### config.mk
export PLATFORM = sky130hd
export DESIGN_NAME = register_reset_initializer
export DESIGN_NICKNAME = d
export VERILOG_FILES = /design/src/logic/reset_init_pkg.sv /design/src/logic/return_stack.sv /design/src/logic/register_reset_initializer.sv
export SDC_FILE = /design/constraint.sdc
export NUM_CORES = 1
export LEC_CHECK = 0
export BUFFER_PORTS_ARGS = -buffer_cell sky130_fd_sc_hd__clkbuf_2
export CAP_MARGIN = 20
export CORE_UTILIZATION = 60
export DETAILED_ROUTE_END_ITERATION = 8
export GPL_TIMING_DRIVEN = 0
export PLACE_DENSITY = 0.87
export SLEW_MARGIN = 20
export SYNTH_ARGS = -nofsm -noshare
export SYNTH_HDL_FRONTEND = slang
export SYNTH_SLANG_ARGS = --single-unit
export TNS_END_PERCENT = 1
### constraint.sdc
create_clock -name CLK -period 9.8 [get_ports CLK]
set_input_delay 0.98 -clock CLK [delete_from_list [all_inputs] [get_ports CLK]]
set_output_delay 0.98 -clock CLK [all_outputs]
set_load 0.02 [all_outputs]
### src/logic/reset_init_pkg.sv
package reset_init_pkg;

   // ----------------------------------------
   // Bus geometry
   // ----------------------------------------
   localparam int ADDR_W = 6;
   localparam int DATA_W = 32;

   // ----------------------------------------
   // Register byte offsets
   // ----------------------------------------
   localparam logic [5:0] OFS_CTRL   = 6'h00;
   localparam logic [5:0] OFS_CAUSE  = 6'h04;
   localparam logic [5:0] OFS_MASK   = 6'h08;
   localparam logic [5:0] OFS_LAT    = 6'h0C;
   localparam logic [5:0] OFS_DIR    = 6'h10;
   localparam logic [5:0] OFS_PIN    = 6'h14;
   localparam logic [5:0] OFS_FLAGS  = 6'h18;
   localparam logic [5:0] OFS_STACK  = 6'h1C;
   localparam logic [5:0] OFS_TOS    = 6'h20;

   // ----------------------------------------
   // Control register fields
   // ----------------------------------------
   localparam int CTRL_OSC_LSB = 0;
   localparam int CTRL_OSC_W   = 3;
   localparam int CTRL_HIGH_PRIORITY_GLOBAL_INT_ENABLE    = 3;
   localparam int CTRL_LOW_PRIORITY_GLOBAL_INT_ENABLE    = 4;
   localparam int CTRL_LWE     = 5;
   localparam int CTRL_W       = 6;

   // ----------------------------------------
   // Reset and wake cause bits
   // ----------------------------------------
   localparam int CAUSE_POR      = 0;
   localparam int CAUSE_PIN      = 1;
   localparam int CAUSE_WDT_RST  = 2;
   localparam int CAUSE_INSTR    = 3;
   localparam int CAUSE_STACK    = 4;
   localparam int CAUSE_WAKE_WDT = 5;
   localparam int CAUSE_WAKE_INT = 6;
   localparam int CAUSE_W        = 7;

   // ----------------------------------------
   // Oscillator modes and port A layout
   // ----------------------------------------
   localparam logic [2:0] OSC_EXT_CLOCK_IO = 3'h5;
   localparam logic [2:0] OSC_RC_IO        = 3'h7;
   localparam int         PA_W             = 8;
   localparam int         PA_OPT_BIT       = 6;
   localparam logic [7:0] PA_IMPL_MASK     = 8'h7F;

   // ----------------------------------------
   // Reset values
   // ----------------------------------------
   localparam logic [5:0] CTRL_RST  = 6'h00;
   localparam logic [6:0] CAUSE_POR_RST = 7'h01;
   localparam logic [6:0] MASK_RST  = 7'h00;
   localparam logic [7:0] LAT_RST   = 8'h00;
   localparam logic [7:0] DIR_RST   = 8'h7F;
   localparam logic [7:0] FLAGS_RST = 8'h00;

   // ----------------------------------------
   // Program counter and return stack
   // ----------------------------------------
   localparam int          PC_W        = 21;
   localparam int          SP_W        = 5;
   localparam int          STACK_DEPTH = 31;
   localparam logic [20:0] VEC_HIGH    = 21'h000008;
   localparam logic [20:0] VEC_LOW     = 21'h000018;
   localparam int          STACK_FULL_BIT = 7;

   typedef enum logic {PWR_RUN, PWR_SLEEP} pwr_state_t;

endpackage

### src/logic/return_stack.sv
module return_stack #(
   parameter int DEPTH = reset_init_pkg::STACK_DEPTH,
   parameter int PC_W  = reset_init_pkg::PC_W,
   parameter int SP_W  = reset_init_pkg::SP_W
) (
   input  wire logic            clk,
   input  wire logic            rst,
   input  wire logic            clear,
   input  wire logic            push,
   input  wire logic [PC_W-1:0] push_value,
   output logic      [SP_W-1:0] sp,
   output logic      [PC_W-1:0] tos,
   output logic                 full
);

   logic [PC_W-1:0] mem [1:DEPTH];
   logic [SP_W-1:0] sp_ff;
   logic            full_ff;

   localparam logic [SP_W-1:0] SP_TOP = SP_W'(DEPTH);

   wire             room    = (sp_ff != SP_TOP);
   wire  [SP_W-1:0] sp_next = sp_ff + 1'b1;

   // ----------------------------------------
   // Pointer; entry zero holds no data
   // ----------------------------------------
   always_ff @(posedge clk or posedge rst)
   begin
      if (rst)
      begin
         sp_ff   <= '0;
         full_ff <= 1'b0;
      end
      else if (clear)
      begin
         sp_ff <= '0;
      end
      else if (push && room)
      begin
         sp_ff   <= sp_next;
         full_ff <= full_ff | (sp_next == SP_TOP);
      end
   end

   // Once full, further pushes are dropped so the last entry is kept intact
   always_ff @(posedge clk)
   begin
      if (!rst && !clear && push && room)
      begin
         mem[sp_next] <= push_value;
      end
   end

   assign sp   = sp_ff;
   assign full = full_ff;
   assign tos  = (sp_ff == '0) ? '0 : mem[sp_ff];

endmodule // return_stack

### src/logic/register_reset_initializer.sv
module register_reset_initializer #(
   parameter bit HAS_PA_BIT6 = 1'b1
) (
   input  wire logic        CLK,
   input  wire logic        RST,
   input  wire logic [5:0]  AVS_ADDRESS,
   input  wire logic        AVS_READ,
   input  wire logic        AVS_WRITE,
   input  wire logic [31:0] AVS_WRITEDATA,
   input  wire logic [3:0]  AVS_BYTEENABLE,
   output logic      [31:0] AVS_READDATA,
   output logic             AVS_WAITREQUEST,
   input  wire logic        EXT_RESET_PIN_N,
   input  wire logic        WDT_RESET,
   input  wire logic        INSTR_RESET,
   input  wire logic        STACK_RESET,
   input  wire logic        SLEEP_ENTER,
   input  wire logic        WAKE_WDT,
   input  wire logic        WAKE_INT,
   input  wire logic        WAKE_INT_HIGH,
   input  wire logic [7:0]  WAKE_INT_CAUSE,
   input  wire logic [20:0] PC_IN,
   input  wire logic [7:0]  PA_IN,
   output logic      [7:0]  PA_OUT,
   output logic      [7:0]  PA_OE,
   output logic             PC_LOAD,
   output logic      [20:0] PC_VECTOR,
   output logic             SLEEPING,
   output logic             SOFT_RESET,
   output logic             IRQ
);

   // ----------------------------------------
   // State
   // ----------------------------------------
   logic [reset_init_pkg::CTRL_W-1:0]  ctrl_ff;
   logic [reset_init_pkg::CAUSE_W-1:0] cause_ff;
   logic [reset_init_pkg::CAUSE_W-1:0] mask_ff;
   logic [7:0]                         lat_ff;
   logic [7:0]                         dir_ff;
   logic [7:0]                         flags_ff;
   logic [7:0]                         pin_s1_ff;
   logic [7:0]                         pin_s2_ff;
   logic                               rpin_s1_ff;
   logic                               rpin_s2_ff;
   logic                               wait_ff;
   logic [31:0]                        rdata_ff;
   logic                               pc_load_ff;
   logic [20:0]                        pc_vec_ff;
   logic [7:0]                         pa_out_ff;
   logic [7:0]                         pa_oe_ff;
   logic                               soft_rst_ff;
   logic                               irq_ff;
   reset_init_pkg::pwr_state_t         pwr_ff;
   reset_init_pkg::pwr_state_t         nxt_pwr;

   logic [4:0]  sp;
   logic [20:0] tos;
   logic        stack_full;

   // ----------------------------------------
   // Pin synchronisers
   // ----------------------------------------
   always_ff @(posedge CLK or posedge RST)
   begin
      if (RST)
      begin
         pin_s1_ff  <= 8'h00;
         pin_s2_ff  <= 8'h00;
         rpin_s1_ff <= 1'b1;
         rpin_s2_ff <= 1'b1;
      end
      else
      begin
         pin_s1_ff  <= PA_IN;
         pin_s2_ff  <= pin_s1_ff;
         rpin_s1_ff <= EXT_RESET_PIN_N;
         rpin_s2_ff <= rpin_s1_ff;
      end
   end

   // ----------------------------------------
   // Reset classes and wake events
   // ----------------------------------------
   wire pin_rst  = ~rpin_s2_ff;
   wire soft_rst = pin_rst | WDT_RESET | INSTR_RESET | STACK_RESET;
   wire asleep   = (pwr_ff == reset_init_pkg::PWR_SLEEP);
   wire wake_int = asleep & WAKE_INT & ~soft_rst;
   wire wake_wdt = asleep & WAKE_WDT & ~soft_rst;
   wire high_priority_global_int_enable     = ctrl_ff[reset_init_pkg::CTRL_HIGH_PRIORITY_GLOBAL_INT_ENABLE];
   wire low_priority_global_int_enable     = ctrl_ff[reset_init_pkg::CTRL_LOW_PRIORITY_GLOBAL_INT_ENABLE];
   wire vec_high = WAKE_INT_HIGH & high_priority_global_int_enable;
   wire vec_low  = ~WAKE_INT_HIGH & low_priority_global_int_enable;
   wire vector   = wake_int & (vec_high | vec_low);

   always_comb
   begin
      nxt_pwr = pwr_ff;
      case (pwr_ff)
         reset_init_pkg::PWR_RUN:
            if (SLEEP_ENTER && !soft_rst)
            begin
               nxt_pwr = reset_init_pkg::PWR_SLEEP;
            end
         reset_init_pkg::PWR_SLEEP:
            if (wake_int || wake_wdt || soft_rst)
            begin
               nxt_pwr = reset_init_pkg::PWR_RUN;
            end
         default:
            nxt_pwr = reset_init_pkg::PWR_RUN;
      endcase
   end

   // ----------------------------------------
   // Bus decode
   // ----------------------------------------
   wire req      = AVS_READ | AVS_WRITE;
   wire done     = req & ~wait_ff;
   wire wr_done  = done & AVS_WRITE & AVS_BYTEENABLE[0];
   wire rd_done  = done & AVS_READ;
   wire sel_ctrl = (AVS_ADDRESS == reset_init_pkg::OFS_CTRL);
   wire sel_caus = (AVS_ADDRESS == reset_init_pkg::OFS_CAUSE);
   wire sel_mask = (AVS_ADDRESS == reset_init_pkg::OFS_MASK);
   wire sel_lat  = (AVS_ADDRESS == reset_init_pkg::OFS_LAT);
   wire sel_dir  = (AVS_ADDRESS == reset_init_pkg::OFS_DIR);
   wire sel_pin  = (AVS_ADDRESS == reset_init_pkg::OFS_PIN);
   wire sel_flag = (AVS_ADDRESS == reset_init_pkg::OFS_FLAGS);
   wire sel_stk  = (AVS_ADDRESS == reset_init_pkg::OFS_STACK);
   wire sel_tos  = (AVS_ADDRESS == reset_init_pkg::OFS_TOS);

   // ----------------------------------------
   // Port A bit 6 gating
   // ----------------------------------------
   wire [2:0] osc_mode = ctrl_ff[reset_init_pkg::CTRL_OSC_LSB +: reset_init_pkg::CTRL_OSC_W];
   wire       io_mode  = (osc_mode == reset_init_pkg::OSC_EXT_CLOCK_IO)
                       | (osc_mode == reset_init_pkg::OSC_RC_IO);
   wire       bit6_ok  = HAS_PA_BIT6 & io_mode;
   wire [7:0] pa_mask  = reset_init_pkg::PA_IMPL_MASK
                       & ~(8'(!bit6_ok) << reset_init_pkg::PA_OPT_BIT);
   wire [7:0] lat_rd   = lat_ff & pa_mask;
   wire [7:0] dir_rd   = dir_ff & pa_mask;
   wire [7:0] pin_rd   = pin_s2_ff & pa_mask;

   wire [31:0] stk_rd  = {24'h000000, stack_full, 2'b00, sp};

   wire [31:0] rd_mux =
        sel_ctrl ? {26'h0000000, ctrl_ff}
      : sel_caus ? {25'h0000000, cause_ff}
      : sel_mask ? {25'h0000000, mask_ff}
      : sel_lat  ? {24'h000000, lat_rd}
      : sel_dir  ? {24'h000000, dir_rd}
      : sel_pin  ? {24'h000000, pin_rd}
      : sel_flag ? {24'h000000, flags_ff}
      : sel_stk  ? stk_rd
      : sel_tos  ? {11'h000, tos}
      : 32'h00000000;

   // ----------------------------------------
   // Next values of the register file
   // ----------------------------------------
   wire [reset_init_pkg::CAUSE_W-1:0] cause_set =
      {wake_int, wake_wdt, STACK_RESET, INSTR_RESET, WDT_RESET, pin_rst, 1'b0};
   wire [reset_init_pkg::CAUSE_W-1:0] cause_clr =
      (rd_done && sel_caus) ? cause_ff : '0;
   // Set wins over the read-clear, so an event in the clearing cycle is kept
   wire [reset_init_pkg::CAUSE_W-1:0] nxt_cause = (cause_ff & ~cause_clr) | cause_set;

   wire [7:0] wd = AVS_WRITEDATA[7:0];
   wire [7:0] flags_wr  = (wr_done && sel_flag) ? wd : flags_ff;
   wire [7:0] nxt_flags = soft_rst ? reset_init_pkg::FLAGS_RST
                        : flags_wr | (wake_int ? WAKE_INT_CAUSE : 8'h00);

   // Long write enable survives watchdog, instruction and stack resets
   wire       lwe_keep  = pin_rst ? 1'b0 : ctrl_ff[reset_init_pkg::CTRL_LWE];
   wire [5:0] ctrl_wr   = (wr_done && sel_ctrl) ? wd[5:0] : ctrl_ff;
   wire [5:0] nxt_ctrl  = soft_rst ? {lwe_keep, 5'h00} : ctrl_wr;

   wire [6:0] nxt_mask  = (wr_done && sel_mask) ? wd[6:0] : mask_ff;
   wire [7:0] nxt_lat   = (wr_done && sel_lat) ? (wd & reset_init_pkg::PA_IMPL_MASK)
                        : lat_ff;
   wire [7:0] nxt_dir   = soft_rst ? reset_init_pkg::DIR_RST
                        : (wr_done && sel_dir) ? (wd & reset_init_pkg::PA_IMPL_MASK)
                        : dir_ff;

   wire [20:0] nxt_vec  = vec_high ? reset_init_pkg::VEC_HIGH : reset_init_pkg::VEC_LOW;

   // ----------------------------------------
   // Register file
   // ----------------------------------------
   always_ff @(posedge CLK or posedge RST)
   begin
      if (RST)
      begin
         ctrl_ff  <= reset_init_pkg::CTRL_RST;
         cause_ff <= reset_init_pkg::CAUSE_POR_RST;
         mask_ff  <= reset_init_pkg::MASK_RST;
         lat_ff   <= reset_init_pkg::LAT_RST;
         dir_ff   <= reset_init_pkg::DIR_RST;
         flags_ff <= reset_init_pkg::FLAGS_RST;
         pwr_ff   <= reset_init_pkg::PWR_RUN;
      end
      else
      begin
         ctrl_ff  <= nxt_ctrl;
         cause_ff <= nxt_cause;
         mask_ff  <= nxt_mask;
         lat_ff   <= nxt_lat;
         dir_ff   <= nxt_dir;
         flags_ff <= nxt_flags;
         pwr_ff   <= nxt_pwr;
      end
   end

   // ----------------------------------------
   // Bus slave: one wait state on every access
   // ----------------------------------------
   always_ff @(posedge CLK or posedge RST)
   begin
      if (RST)
      begin
         wait_ff  <= 1'b1;
         rdata_ff <= 32'h00000000;
      end
      else
      begin
         wait_ff  <= ~(req & wait_ff);
         rdata_ff <= (req && wait_ff) ? rd_mux : rdata_ff;
      end
   end

   // ----------------------------------------
   // Wake-up vectoring and outputs
   // ----------------------------------------
   always_ff @(posedge CLK or posedge RST)
   begin
      if (RST)
      begin
         pc_load_ff  <= 1'b0;
         pc_vec_ff   <= 21'h000000;
         pa_out_ff   <= 8'h00;
         pa_oe_ff    <= 8'h00;
         soft_rst_ff <= 1'b0;
         irq_ff      <= 1'b0;
      end
      else
      begin
         pc_load_ff  <= vector;
         pc_vec_ff   <= vector ? nxt_vec : pc_vec_ff;
         pa_out_ff   <= lat_rd;
         pa_oe_ff    <= ~dir_rd & pa_mask;
         soft_rst_ff <= soft_rst;
         irq_ff      <= |(nxt_cause & nxt_mask);
      end
   end

   return_stack #(
      .DEPTH (reset_init_pkg::STACK_DEPTH),
      .PC_W  (reset_init_pkg::PC_W),
      .SP_W  (reset_init_pkg::SP_W)
   ) u_stack (
      .clk        (CLK),
      .rst        (RST),
      .clear      (soft_rst),
      .push       (vector),
      .push_value (PC_IN),
      .sp         (sp),
      .tos        (tos),
      .full       (stack_full)
   );

   assign AVS_READDATA    = rdata_ff;
   assign AVS_WAITREQUEST = wait_ff;
   assign PA_OUT          = pa_out_ff;
   assign PA_OE           = pa_oe_ff;
   assign PC_LOAD         = pc_load_ff;
   assign PC_VECTOR       = pc_vec_ff;
   assign SLEEPING        = (pwr_ff == reset_init_pkg::PWR_SLEEP);
   assign SOFT_RESET      = soft_rst_ff;
   assign IRQ             = irq_ff;

endmodule // register_reset_initializer

==> flow_summary_export.csv <==
group,metric,value,unit
status,status,"finished, final reports clean",
finish,layout.nets,1959,
power,switching_share,20.9,%
sta,fin_skew,0.0352,ns
place,io_buffers,103,
yosys,ys_seq_area_share,74.0,%
yosys,synth_area,0.0300,sq mm
grt,overflow,0,
yosys,yosysWarnings,0,
sta,finalHoldViolations,0,
sta,slew_viol_final,0,
worst_setup_path,crit_top_cell,"clkbuf_1",
sta,worst_pin_slew,1.16,ns
yosys,yosysTopAreaCell,"edfxtp_1",
worst_setup_path,cp_cell_sequence,"buf_2 > buf_1 > clkbuf_1 > clkbuf_1 > and3_1 > ha_1 > nor3b_1 > nand2_1 > nor2_4 > buf_16",
worst_setup_path,worstPathMaxFanout,11,
power,p_switching,1.35,mW
power,powerDensity,185,mW/mm^2
power,ir_worst_vdd,0.251,mV
floorplanning,initial_core_util,61.0,%
grt,first_global_vias,18300,
finish,multi_input_comb_area,0.00738,sq mm
worst_setup_path,crit_start,"u_stack.sp[3]",
yosys,async_flop_share,14.0,%
finish,nFillCells,2738,
worst_setup_path,rr_startpoint,"u_stack.sp[3]",
sta,rsz0062_at_grt,"false",
clock_network,worstSkewPairLatency,0.63,ns
worst_setup_path,cp_slowest_cell,"nor2_4",
place,hpwl,54100,um
sta,max_freq,190,MHz
drt,dr.pass1.iters,6,
floorplanning,dieArea,0.0509,sq mm
yosys,ys.flop_type,"edfxtp_1",
grt,grt_max_degree,55,
drt,final_antenna_net_count,0,
drt,initialDrtViolationCount,2913,
grt,antenna_found_initial,3,
worst_setup_path,worstPathArrival,5.59,ns
grt,grt_use_total,34.7,%
drt,vias,18200,
finish,utilization,71.0,%
power,power_frac_comb,2.4,%
clock_network,cts_resized,0,
drt,via_per_inst,7.04,
power,internal_power,5.11,mW
floorplanning,ios,165,
clock_network,cts_sinks,757,
floorplanning,coreArea,0.0492,sq mm
sta,relSlewSlack,22.7,%
place,gp_congestion,0.924,
worst_setup_path,critPathCaptureType,"flop",
worst_setup_path,crit_required,10.13,ns
worst_hold_path,hp-start,"pin_s1_ff[0]",
drt,drc_errors,0,
worst_setup_path,start_kind,"flop",
worst_setup_path,max_stage_delay,0.78,ns
sta,period_minus_slack,5.27,ns
floorplanning,die_x,226,um
clock_network,cts_setup_buffers,0,
run,drv_cap,0,
sta,setup_tns,0,ns
clock_network,numCtsBuffers,74,
worst_setup_path,reg2regPathDepth,10,
floorplanning,std_cell_rows,81,
worst_setup_path,critPathKind,"flop to flop",
drt,routedWlPerCell,33.1,um
yosys,syn_inst,1620,
yosys,synth.distinct_cells,72,
yosys,synth_seq_cells,757,
floorplanning,die_h,226,um
drt,wl,85700,um
worst_hold_path,hold_depth,0,
yosys,syn-mean-instance-area,18.5,sq um
worst_hold_path,hold_path.class,"flop to flop",
yosys,synth_top_area_share,65.2,%
clock_network,htreeDepth,3,
sta,fin_crit_sh,53.7,%
finish,syn2layout_area_growth,16.4,%
clock_network,ctsHoldBuffers,0,
power,power.share.clock,43.1,%
clock_network,path_clk_slew,0.06,ns
clock_network,clockBufferDepth,3,
clock_network,clockRootBuffer,"clkbuf_16",
finish,seqCellArea,0.0222,sq mm
finish,post_route_cells_drive_above_1_share,27.3,%
yosys,synth_area_leaders,"edfxtp_1, mux4_2, dfrtp_1",
grt,grt_pass1_wl,122000,um
sta,setup-violations-final,0,
yosys,synth_edf_count,651,
clock_network,tritoncts,"yes",
power,leakage,11.7,nW
power,p_seq_share,54.5,%
-- power groups by stage --
stage                     sequential, mW  combinational [mW]  clock [mW]
after global routing                3.52               0.167        2.89
final                               3.52               0.157        2.78
after global placement              3.59               0.144           0
after floorplan                     3.59              0.0639           0
after detailed placement            3.59               0.152           0
after CTS                           3.52               0.154        2.78
-- flip-flops by register name, summed over array words and instances, names as in the netlist, 6 cells and up --
signal,flops
pin_s2_ff,7
ctrl_ff,6
u_stack.mem,651
flags_ff,8
cause_ff,7
lat_ff,7
PA_OE,7
dir_ff,7
mask_ff,7
pin_s1_ff,7
PA_OUT,7
AVS_READDATA,21
-- Yosys cell counts (all sizes together) (7+ instances only) --
cell type and number:
nand2 87, nand3 20, nor2b 7, o22ai 16
mux2i 76, a21oi 74, inv 17, a22oi 37
nor2 81, o211ai 11, a211oi 7, and2 7
mux2 18, nor3 8, o21ai 21, a221o 9
dfrtp 95, mux4 139, buf 79, a221oi 8
edfxtp 651, dfstp 11, a31oi 7, clkbuf 35
-- final timing paths --
path / slack (ns) / to
hold reg to reg: 0.35 / pin_s2_ff[0]
setup / recovery: 4.53 / u_stack.mem[22][10]
hold / removal: 0.35 / pin_s2_ff[0]
min in group asynchronous: 0.45 / u_stack.sp[3]
max in group asynchronous: 8.62 / cause_ff[0]
setup reg to reg: 4.53 / u_stack.mem[22][10]
-- worst max-delay path, delay by kind of cell (launching register included) --
family	cells	cell delay (ns)
buf+inv	5	1.75
fa+ha+maj	1	0.24
flops	1	0.37
simple gates	4	2.58
-- kinds of logic after synthesis --
| group | share of synthesized area, % |
|---|---|
| compound gates | 5.28 |
| xor+xnor | 0.146 |
| fa+ha+maj | 0.250 |
| buf+inv | 2.57 |
| flops | 74.0 |
| mux | 13.7 |
| other cells | 0.0125 |
| simple gates | 4.01 |
-- final cells by class --
type	count	area share [%]
sequential	757	63.6
multi-input combinational	761	21.1
clock buffer	101	5.77
timing repair buffer	135	3.91
tap	664	2.38
buffer	114	2.01
clock inverter	34	0.946
inverter	19	0.219
antenna	1	0.00717
-- cell usage in the layout, fill, tap and decap left out, types with 18 or more instances in the layout --
master	instances
buf_4	40
clkbuf_1	56
mux2i_1	76
mux2_2	18
mux4_2	135
nor2_1	50
a22oi_1	37
clkbuf_16	74
conb_1	32
nand2_1	87
nand3_1	20
nor2_4	31
o21ai_0	18
dfrtp_1	95
buf_2	20
a21oi_1	74
edfxtp_1	651
clkbuf_2	103
buf_16	28
-- routing by layer --
metal / GRT usage, % / share of wire [%] / wire (um)
met2: 55.4 / 48 / 41000
met3: 9.03 / 13 / 11200
met5: 0 / 0.013 / 11
met4: 19.0 / 5.9 / 5040
met1: 43.7 / 33 / 28500
-- through the flow --
step | worst slack [ns] | cells | total power, mW | instance area, sq um | hold WS, ns
5_1_grt | 4.71 | 2585 | 6.58 | 34900 | 0.366
6_report | 4.53 | 2586 | 6.46 | 34900 | 0.349
3_5_place_dp | 4.93 | 2450 | 3.74 | 32600 | 0.339
4_1_cts | 4.88 | 2585 | 6.45 | 34900 | 0.350
2_1_floorplan | 6.05 | 1651 | 3.66 | 30100 | 0.331
3_3_place_gp | 3.92 | 2418 | 3.73 | 31500 | 0.340
No activity file was read; power rests on OpenSTA's default activity.
